**config.mk**
```make
export PLATFORM = sky130hd
export DESIGN_NAME = six_source_two_level_irq_ctrl
export DESIGN_NICKNAME = d
export VERILOG_FILES = /design/src/irq_ctrl_pkg.sv /design/src/six_source_two_level_irq_ctrl.sv
export VERILOG_INCLUDE_DIRS = /design/src /design/src/src
export SDC_FILE = /design/constraint.sdc
export NUM_CORES = 1
export LEC_CHECK = 0
export BUFFER_PORTS_ARGS = -buffer_cell sky130_fd_sc_hd__buf_2
export CORE_UTILIZATION = 50
export CTS_BUF_LIST = sky130_fd_sc_hd__clkbuf_8
export CTS_CLUSTER_SIZE = 12
export DETAILED_ROUTE_END_ITERATION = 12
export GPL_TIMING_DRIVEN = 0
export MAX_ROUTING_LAYER = met4
export PLACE_DENSITY = 0.82
export REMOVE_ABC_BUFFERS = 1
export SYNTH_ARGS = -nofsm -noshare
export SYNTH_HDL_FRONTEND = slang
export SYNTH_SLANG_ARGS = --single-unit
```
**constraint.sdc**
```tcl
create_clock -name clk_i -period 2.45 [get_ports clk_i]
set_input_delay 0.245 -clock clk_i [delete_from_list [all_inputs] [get_ports clk_i]]
set_output_delay 0.245 -clock clk_i [all_outputs]
set_load 0.01 [all_outputs]
```
**src/irq_ctrl_regs.svh**
```systemverilog
`ifndef IRQ_CTRL_REGS_SVH
`define IRQ_CTRL_REGS_SVH

// register byte offsets on the wishbone bus
`define OFS_INT_ENABLE   8'hA8
`define OFS_INT_LEVEL    8'hB8
`define OFS_FLAGS        8'hC0
`define OFS_SERVICE      8'hC4
`define OFS_POWER_CTL    8'h87

// field positions inside interrupt_enable_reg
`define BIT_GLOBAL_GATE  7
`define NUM_SOURCES      6

// reset values
`define RST_INT_ENABLE   8'h00
`define RST_INT_LEVEL    8'h00
`define RST_POWER_CTL    8'h00

// power control: idle bit position
`define BIT_IDLE         0

// fixed vectors, external 0 first
`define VEC_EXT0         16'h0003
`define VEC_TMR0         16'h000B
`define VEC_EXT1         16'h0013
`define VEC_TMR1         16'h001B
`define VEC_SER          16'h0023
`define VEC_TMR2         16'h002B

`endif

```
**src/irq_ctrl_pkg.sv**
```systemverilog
package irq_ctrl_pkg;

   typedef logic [5:0] src_vec_t;

   // raw flag inputs from peripherals
   typedef struct packed {
      logic outside_line0_flag;
      logic timer0_rollover_flag;
      logic outside_line1_flag;
      logic timer1_rollover_flag;
      logic receive_done_flag;
      logic transmit_done_flag;
      logic timer2_rollover_flag;
      logic timer2_outside_reload_flag;
   } flag_in_s;

   // vector call request to the core sequencer
   typedef struct packed {
      logic        call;
      logic [15:0] addr;
      logic [2:0]  src;
      logic        level;
   } vec_req_s;

   typedef enum logic [1:0] {
      ST_RUN,
      ST_CALL,
      ST_WAIT
   } ctl_state_e;

endpackage

```
**src/six_source_two_level_irq_ctrl.sv**
```systemverilog
//
// What this block does
// RULE_01: six request sources, each assigned to one of two priority levels.
// RULE_02: per-source enable bits in interrupt_enable_reg at A8H; disabled never vectors.
// RULE_03: global_irq_gate bit 7 low blocks all; high lets individual enables decide.
// RULE_04: vectors 0003h external 0, 000Bh timer 0, 0013h external 1.
// RULE_05: accepted timer 1 request vectors to 001Bh.
// RULE_06: serial request is receive OR transmit done; vectors to 0023h.
// RULE_07: timer 2 request is rollover OR outside reload; vectors to 002Bh.
// RULE_08: same-level ties resolved: ext0, timer0, ext1, timer1, serial, timer2.
// RULE_09: active service is preempted only by a strictly higher level.
// RULE_10: return instruction ends the active level; core resumes where it left.
// RULE_11: request flags set on their condition whatever the enables say.
// RULE_12: flags sampled once per machine cycle, then samples polled.
// RULE_13: pending enabled request acknowledged next instruction cycle by a long call.
// RULE_14: latency depends on the running instruction, so it is not fixed.
// RULE_15: timer2_irq_allow bit 5 permits or blocks timer 2 requests.
// RULE_16: serial_irq_allow bit 4 permits or blocks the serial request.
// RULE_17: timer1_irq_allow bit 3 and timer0_irq_allow bit 1 gate timer overflows.
// RULE_18: outside_line1 bit 2 and outside_line0 bit 0 allows gate external lines.
// RULE_19: level register at B8H, same bit layout as enable register.
// RULE_20: level bit 1 is the higher level, 0 the lower; polling order breaks ties.
// RULE_21: serial done flags set by hardware, cleared only by software, not vectoring.
// RULE_22: enabled interrupt during idle clears the idle bit in hardware.
//
// Our own choice: register access over Wishbone.
`timescale 1ns/100ps
`include "irq_ctrl_regs.svh"

module six_source_two_level_irq_ctrl (
   // clock, reset, enable
   input  wire logic                   clk_i,
   input  wire logic                   rst_i,
   input  wire logic                   ce_i,
   // wishbone slave
   input  wire logic                   cyc_i,
   input  wire logic                   stb_i,
   input  wire logic                   we_i,
   input  wire logic [7:0]             adr_i,
   input  wire logic [3:0]             sel_i,
   input  wire logic [31:0]            dat_i,
   output logic      [31:0]            dat_o,
   output logic                        ack_o,
   // peripheral flag sources, one-cycle set pulses
   input  wire irq_ctrl_pkg::flag_in_s flag_set_i,
   // core sequencer
   input  wire logic                   mc_tick_i,
   input  wire logic                   instr_end_i,
   input  wire logic                   call_taken_i,
   input  wire logic                   return_from_irq_instr_i,
   output irq_ctrl_pkg::vec_req_s      vec_req_o,
   output logic                        idle_o
);
   import irq_ctrl_pkg::*;

   // ==========================================================
   // registers and state
   // ==========================================================
   logic [7:0]  int_enable_r;
   logic [7:0]  int_level_r;
   logic        idle_r;
   logic        rx_done_r;
   logic        tx_done_r;
   logic        t2_ovf_r;
   logic        t2_ext_r;
   logic [3:0]  flag_lo_r;     // ext0, tmr0, ext1, tmr1
   src_vec_t    raw_req;
   src_vec_t    sample_r;
   logic [1:0]  active_r;      // bit1 high level in service, bit0 low level
   ctl_state_e  state_r;
   logic        wb_hit;
   logic        wr_stb;

   // ==========================================================
   // decoding helpers
   // ==========================================================
   function automatic logic [15:0] vec_of(input logic [2:0] s);
      logic [15:0] v;
      v = `VEC_EXT0;
      unique case (s)
         3'h0: v = `VEC_EXT0;                        // see RULE_04
         3'h1: v = `VEC_TMR0;                        // see RULE_04
         3'h2: v = `VEC_EXT1;                        // see RULE_04
         3'h3: v = `VEC_TMR1;                        // see RULE_05
         3'h4: v = `VEC_SER;                         // see RULE_06
         3'h5: v = `VEC_TMR2;                        // see RULE_07
         default: v = `VEC_EXT0;
      endcase
      return v;
   endfunction

   // lowest index wins, giving the fixed polling order
   function automatic logic [2:0] first_of(input src_vec_t m);
      logic [2:0] r;
      r = 3'h0;
      for (int i = `NUM_SOURCES - 1; i >= 0; i--) begin
         if (m[i]) begin
            r = 3'(i);                               // see RULE_08
         end
      end
      return r;
   endfunction

   // ==========================================================
   // wishbone slave: one wait state, ack for one cycle
   // ==========================================================
   assign wb_hit = cyc_i && stb_i && !ack_o;
   assign wr_stb = ce_i && wb_hit && we_i && sel_i[0];

   always_ff @(posedge clk_i) begin
      if (rst_i) begin
         ack_o <= 1'b0;
      end else if (ce_i) begin
         ack_o <= wb_hit;
      end
   end

   always_ff @(posedge clk_i) begin
      if (rst_i) begin
         dat_o <= 32'h0000_0000;
      end else if (ce_i && wb_hit && !we_i) begin
         unique case (adr_i)
            `OFS_INT_ENABLE: dat_o <= {24'h00_0000, int_enable_r};
            `OFS_INT_LEVEL:  dat_o <= {24'h00_0000, int_level_r};
            `OFS_FLAGS:      dat_o <= {24'h00_0000, t2_ext_r, t2_ovf_r, tx_done_r,
                                       rx_done_r, flag_lo_r};
            `OFS_SERVICE:    dat_o <= {28'h000_0000, 2'(state_r), active_r};
            `OFS_POWER_CTL:  dat_o <= 32'h0000_0000;  // idle bit always reads zero
            default:         dat_o <= 32'h0000_0000;
         endcase
      end
   end

   // ==========================================================
   // control registers
   // ==========================================================
   always_ff @(posedge clk_i) begin
      if (rst_i) begin
         int_enable_r <= `RST_INT_ENABLE;
      end else if (wr_stb && adr_i == `OFS_INT_ENABLE) begin
         // bit 6 is unused and kept zero
         int_enable_r <= dat_i[7:0] & 8'hBF;         // see RULE_02
      end
   end

   always_ff @(posedge clk_i) begin
      if (rst_i) begin
         int_level_r <= `RST_INT_LEVEL;
      end else if (wr_stb && adr_i == `OFS_INT_LEVEL) begin
         int_level_r <= dat_i[7:0] & 8'h3F;          // see RULE_19
      end
   end

   // ==========================================================
   // request flags: a set in the same cycle as a clear wins
   // ==========================================================
   // external and timer 0/1 flags are cleared by vectoring or by software write-one
   always_ff @(posedge clk_i) begin
      if (rst_i) begin
         flag_lo_r <= 4'h0;
      end else if (ce_i) begin
         for (int i = 0; i < 4; i++) begin
            if ((wr_stb && adr_i == `OFS_FLAGS && dat_i[i]) ||
                (state_r == ST_CALL && call_taken_i && vec_req_o.src == 3'(i))) begin
               flag_lo_r[i] <= 1'b0;
            end
         end
         // sets come last so they win, whatever the enables are
         if (flag_set_i.outside_line0_flag)   flag_lo_r[0] <= 1'b1; // see RULE_11
         if (flag_set_i.timer0_rollover_flag) flag_lo_r[1] <= 1'b1; // see RULE_11
         if (flag_set_i.outside_line1_flag)   flag_lo_r[2] <= 1'b1; // see RULE_11
         if (flag_set_i.timer1_rollover_flag) flag_lo_r[3] <= 1'b1; // see RULE_11
      end
   end

   // serial and timer 2 flags: only a software write-one clears them
   always_ff @(posedge clk_i) begin
      if (rst_i) begin
         rx_done_r <= 1'b0;
         tx_done_r <= 1'b0;
         t2_ovf_r  <= 1'b0;
         t2_ext_r  <= 1'b0;
      end else if (ce_i) begin
         if (wr_stb && adr_i == `OFS_FLAGS) begin
            if (dat_i[4]) rx_done_r <= 1'b0;         // see RULE_21
            if (dat_i[5]) tx_done_r <= 1'b0;         // see RULE_21
            if (dat_i[6]) t2_ovf_r  <= 1'b0;
            if (dat_i[7]) t2_ext_r  <= 1'b0;
         end
         if (flag_set_i.receive_done_flag)          rx_done_r <= 1'b1; // see RULE_21
         if (flag_set_i.transmit_done_flag)         tx_done_r <= 1'b1; // see RULE_21
         if (flag_set_i.timer2_rollover_flag)       t2_ovf_r  <= 1'b1; // see RULE_11
         if (flag_set_i.timer2_outside_reload_flag) t2_ext_r  <= 1'b1; // see RULE_11
      end
   end

   assign raw_req = {t2_ovf_r | t2_ext_r,                  // see RULE_07
                     rx_done_r | tx_done_r,                // see RULE_06
                     flag_lo_r[3], flag_lo_r[2], flag_lo_r[1], flag_lo_r[0]};

   // ==========================================================
   // sampling and polling
   // ==========================================================
   src_vec_t   allowed;
   src_vec_t   hi_pend;
   src_vec_t   lo_pend;
   logic       can_hi;
   logic       can_lo;
   logic       go;
   logic [2:0] pick;

   // samples move only on the machine-cycle tick
   always_ff @(posedge clk_i) begin
      if (rst_i) begin
         sample_r <= 6'h00;
      end else if (ce_i && mc_tick_i) begin
         sample_r <= raw_req;                        // see RULE_12
      end
   end

   // bits 5..0 gate each source; global gate in bit 7 over all
   assign allowed = sample_r & int_enable_r[5:0]     // see RULE_15 RULE_16 RULE_17 RULE_18
                    & {6{int_enable_r[`BIT_GLOBAL_GATE]}}; // see RULE_03
   assign hi_pend = allowed & int_level_r[5:0];      // see RULE_20
   assign lo_pend = allowed & ~int_level_r[5:0];     // see RULE_20
   // a level preempts only what is strictly below it
   assign can_hi  = |hi_pend && !active_r[1];        // see RULE_09
   assign can_lo  = |lo_pend && active_r == 2'b00;   // see RULE_09
   assign pick    = can_hi ? first_of(hi_pend) : first_of(lo_pend);
   // the call waits for an instruction boundary, so latency varies
   assign go      = (can_hi || can_lo) && instr_end_i; // see RULE_13 RULE_14

   // ==========================================================
   // call sequencing
   // ==========================================================
   always_ff @(posedge clk_i) begin
      if (rst_i) begin
         state_r   <= ST_RUN;
         vec_req_o <= '0;
      end else if (ce_i) begin
         unique case (state_r)
            ST_RUN: begin
               if (go) begin
                  state_r        <= ST_CALL;
                  vec_req_o.call <= 1'b1;            // see RULE_13
                  vec_req_o.addr <= vec_of(pick);
                  vec_req_o.src  <= pick;
                  vec_req_o.level <= can_hi;
               end
            end
            ST_CALL: begin
               if (call_taken_i) begin
                  state_r        <= ST_WAIT;
                  vec_req_o.call <= 1'b0;
               end
            end
            // wait for the next machine-cycle tick so the cleared flag leaves the sample path
            ST_WAIT: begin
               if (mc_tick_i) begin
                  state_r <= ST_RUN;
               end
            end
            default: state_r <= ST_RUN;
         endcase
      end
   end

   // active level tracking; a return ends the highest level in service
   always_ff @(posedge clk_i) begin
      if (rst_i) begin
         active_r <= 2'b00;
      end else if (ce_i) begin
         if (state_r == ST_CALL && call_taken_i) begin
            active_r[vec_req_o.level] <= 1'b1;       // see RULE_01
         end else if (return_from_irq_instr_i) begin
            if (active_r[1]) begin
               active_r[1] <= 1'b0;                  // see RULE_10
            end else begin
               active_r[0] <= 1'b0;                  // see RULE_10
            end
         end
      end
   end

   // ==========================================================
   // idle control
   // ==========================================================
   always_ff @(posedge clk_i) begin
      if (rst_i) begin
         // only the idle bit of the power control word lives here
         idle_r <= 1'(`RST_POWER_CTL);
      end else if (ce_i) begin
         if (|allowed) begin
            idle_r <= 1'b0;                          // see RULE_22
         end else if (wr_stb && adr_i == `OFS_POWER_CTL && dat_i[`BIT_IDLE]) begin
            idle_r <= 1'b1;
         end
      end
   end

   assign idle_o = idle_r;
endmodule

```
==> results_dict.tcl <==
set metrics [dict create \
    status "completed" \
    synthXorXnorAreaFrac 0 \
    synth-seq-area-share 0.343 \
    portBuffers 54 \
    grt_pass1_vias 2409 \
    gr-usage-all-layers 0.232 \
    post_synth.cell_area_avg_um2 8.51 \
    viasPerCell 5.68 \
    start_kind "flip-flop" \
    worstPathMaxFanout 10 \
    die_area_um2 6150 \
    grt_antenna_before_repair 0 \
    synth_top_family_by_area "simple AND/OR/NAND/NOR gates" \
    timing.hold.ws_ns 0.181 \
    synth_edf_count 0 \
    synth_seq_cells 50 \
    drc 0 \
    period_share 0.851 \
    start_util 0.524 \
    routed.top_layer "met4" \
    cellLeakagePower_nw 1.34 \
    post-cts-setup-buffers 0 \
    met3_length_um 438 \
    path_delay_family "simple AND/OR/NAND/NOR gates" \
    die_x_um 78.4 \
    root_buffer "clkbuf_8" \
    dpl_cell_area_um2 3050 \
    r2r_cells 6 \
    synthDistinctLibCells 62 \
    numCtsBuffers 5 \
    synthSimpleGateAreaFrac 0.276 \
    ys_async_sr_fraction 0 \
    drive_above_1_share 0.223 \
    worst_pin_slew_ns 0.912 \
    coreArea_um2 5570 \
    critical_path_class "reg -> reg" \
    wl_per_cell_um 14.6 \
    yosysMostFrequentCell "dfxtp_1" \
    hold_viol 0 \
    finalWirelength_um 6690 \
    met1Wirelength_um 2910 \
    totalPowerFinal_mw 1.57 \
    synthAdderAreaFrac 0.00857 \
    synthTopCellsByCount "dfxtp_1 (50), buf_4 (37), nor2_1 (36), nand2_1 (35), a21oi_1 (29)" \
    period_needed_ns 2.09 \
    hold_depth 3 \
    setup.worst_path.end_class "flip-flop" \
    rr_startpoint "ack_o$_SDFFE_PP0P_" \
    num-nets-final 450 \
    worstPathBufferInverterCount 0 \
    grt_pass1_wl_um 11000 \
    worst_hold_path_type "in -> reg" \
    synth_top_area_frac 0.343 \
    finalInstanceArea_um2 3160 \
    postSynthCellCount 343 \
    crit_required_ns 2.60 \
    relSlewSlack 0.392 \
    synth_flop_cell "dfxtp_1" \
    cp_slowest_cell "nor2_2" \
    fin_skew_ns 0.00687 \
    slew_violations 0 \
    hold_end "flag_lo_r[2]$_SDFFE_PP0P_" \
    timing.rr.end "flag_lo_r[2]$_SDFFE_PP0P_" \
    htreeDepth 2 \
    setup_violations 0 \
    cp.arrival_ns 2.24 \
    n_fill_cell 494 \
    path_cells "nand4b_2, nor2_2, and3_1, a22oi_1, o21ai_1, a21oi_1" \
    cts_tree "done" \
    first_pass_iters 5 \
    grt_overflow_total 0 \
    final-seq-area_um2 1000 \
    synth_area_leader_cell "dfxtp_1" \
    yosys_warnings 0 \
    num_vias 2603 \
    cts_sinks 50 \
    multi_input_area_um2 1660 \
    ir_drop_uv 288 \
    synthMuxAreaShare 0.0377 \
    clk_latency_ns 0.30 \
    drv_cap 0 \
    die_y_um 78.4 \
    placementRows 27 \
    rsz0062_at_grt "false" \
    synth_compound_area_frac 0.202 \
    min_from "flag_set_i[5]" \
    clkTransAtPathRegs_ns 0.09 \
    synth.area.top_cells "dfxtp_1 (34%), buf_4 (9.5%), a21oi_1 (5.0%), nor2_1 (4.6%), nand2_1 (4.5%)" \
    dr_wl_met2_um 3230 \
    syn_area_um2 2920 \
    regToRegSetupSlack_ns 0.36 \
    synthToLayoutAreaGrowth_pct 8.32 \
    antenna_left 0 \
    drt_iter0_drc 158 \
    antennaDiodeCount 0 \
    grt_max_degree 52 \
    io_pins 117 \
    power.density_nw_per_um2 497 \
    fmax_mhz 479 \
    place_congestion 0.901 \
    cpPeakStageDelay_ns 0.46 \
    clockBufferDepth 2 \
    dp_hpwl_um 5070 \
    fin_setup_tns_ns 0 \
]
==> metrics by stage <==
step | worst slack [ns] | std cells | util
after floorplan | 0.529 | 325 | -
after global placement | 0.141 | 451 | 0.547
after detailed placement | 0.0956 | 451 | 0.547
after CTS | 0.187 | 458 | 0.567
after global routing | 0.185 | 458 | 0.567
final | 0.364 | 458 | 0.567
==> report_power, final <==
group	internal, mW	leakage [nW]	switching [mW]
combinational	0.0425	0.876	0.0910
sequential	0.827	0.406	0.0143
clock	0.327	0.0573	0.269
==> placed cells by master (no fill, tap or decap), types with 2 or more instances in the layout <==
cell type and count:
nor2_1 36, nand3_1 15, nand4_2 2, buf_2 54
inv_1 5, and4_1 3, a31oi_1 3, o21ai_1 5
nand2_1 35, nand4b_1 4, mux2i_1 11, dfxtp_1 49
a222oi_1 3, nand4_1 4, o2bb2ai_1 2, and3_1 3
or2_2 3, a2bb2oi_1 3, clkbuf_8 6, nor2_2 3
a22oi_1 13, nor3_1 7, a21oi_1 29, o21ai_0 7
nand4b_2 3, a31o_1 2, a22o_1 4, and4b_1 4
conb_1 35, ha_1 2
==> how the worst max path moves through the flow <==
| stage | depth (start not counted) | slack (ns) | to | from |
|---|---|---|---|---|
| CTS | 8 | 0.19 | vec_req_o[7]$_SDFFE_PP0P_ | int_enable_r[7]$_SDFFE_PP0P_ |
| global route | 6 | 0.19 | flag_lo_r[2]$_SDFFE_PP0P_ | ack_o$_SDFFE_PP0P_ |
| floorplan | 8 | 0.53 | vec_req_o[7]$_SDFFE_PP0P_ | int_enable_r[7]$_SDFFE_PP0P_ |
| finish | 6 | 0.36 | flag_lo_r[2]$_SDFFE_PP0P_ | ack_o$_SDFFE_PP0P_ |
| detailed placement | 7 | 0.1 | flag_lo_r[2]$_SDFFE_PP0P_ | ce_i |
| global placement | 7 | 0.14 | flag_lo_r[1]$_SDFFE_PP0P_ | ce_i |
==> flip-flops by register name, indices dropped and copies added, names as in the netlist <==
signal / flops
ack_o: 1
active_r: 2
dat_o: 8
flag_lo_r: 4
idle_o: 1
int_enable_r: 7
int_level_r: 6
rx_done_r: 1
sample_r: 6
state_r: 2
t2_ext_r: 1
t2_ovf_r: 1
tx_done_r: 1
vec_req_o: 9
==> routing by layer <==
metal	track usage	up-vias
met5	-	-
met4	0.0833	0
met3	0.0477	11
met2	0.387	112
met1	0.277	1224
li1	-	1256
==> worst min-delay path, stage by stage <==
cell and delay [ns]:
buf_2 0.09, nand2_1 0.04, a21oi_1 0.05
==> cells by family (layout without fill, tap and decap cells) <==
group,after synthesis,after routing
simple gates,137,137
compound gates,84,84
buf+inv,58,67
flops,50,50
mux,11,11
fa+ha+maj,2,2
other cells,1,35
==> what timing repair did <==
item | in CTS | in global routing
endpoints found under the setup margin | 0 | 1
hold buffers | 0 | 0
gates resized for setup | 0 | 1
hold endpoints to repair | 0 | 0
==> area by class of cell <==
cell class,count,share of cell area
sequential,50,0.317
clock inverter,1,0.00950
multi-input combinational,269,0.526
tap,72,0.0285
timing repair buffer,54,0.0855
inverter,6,0.00712
clock buffer,6,0.0261
No activity file was read; power rests on OpenSTA's default activity.
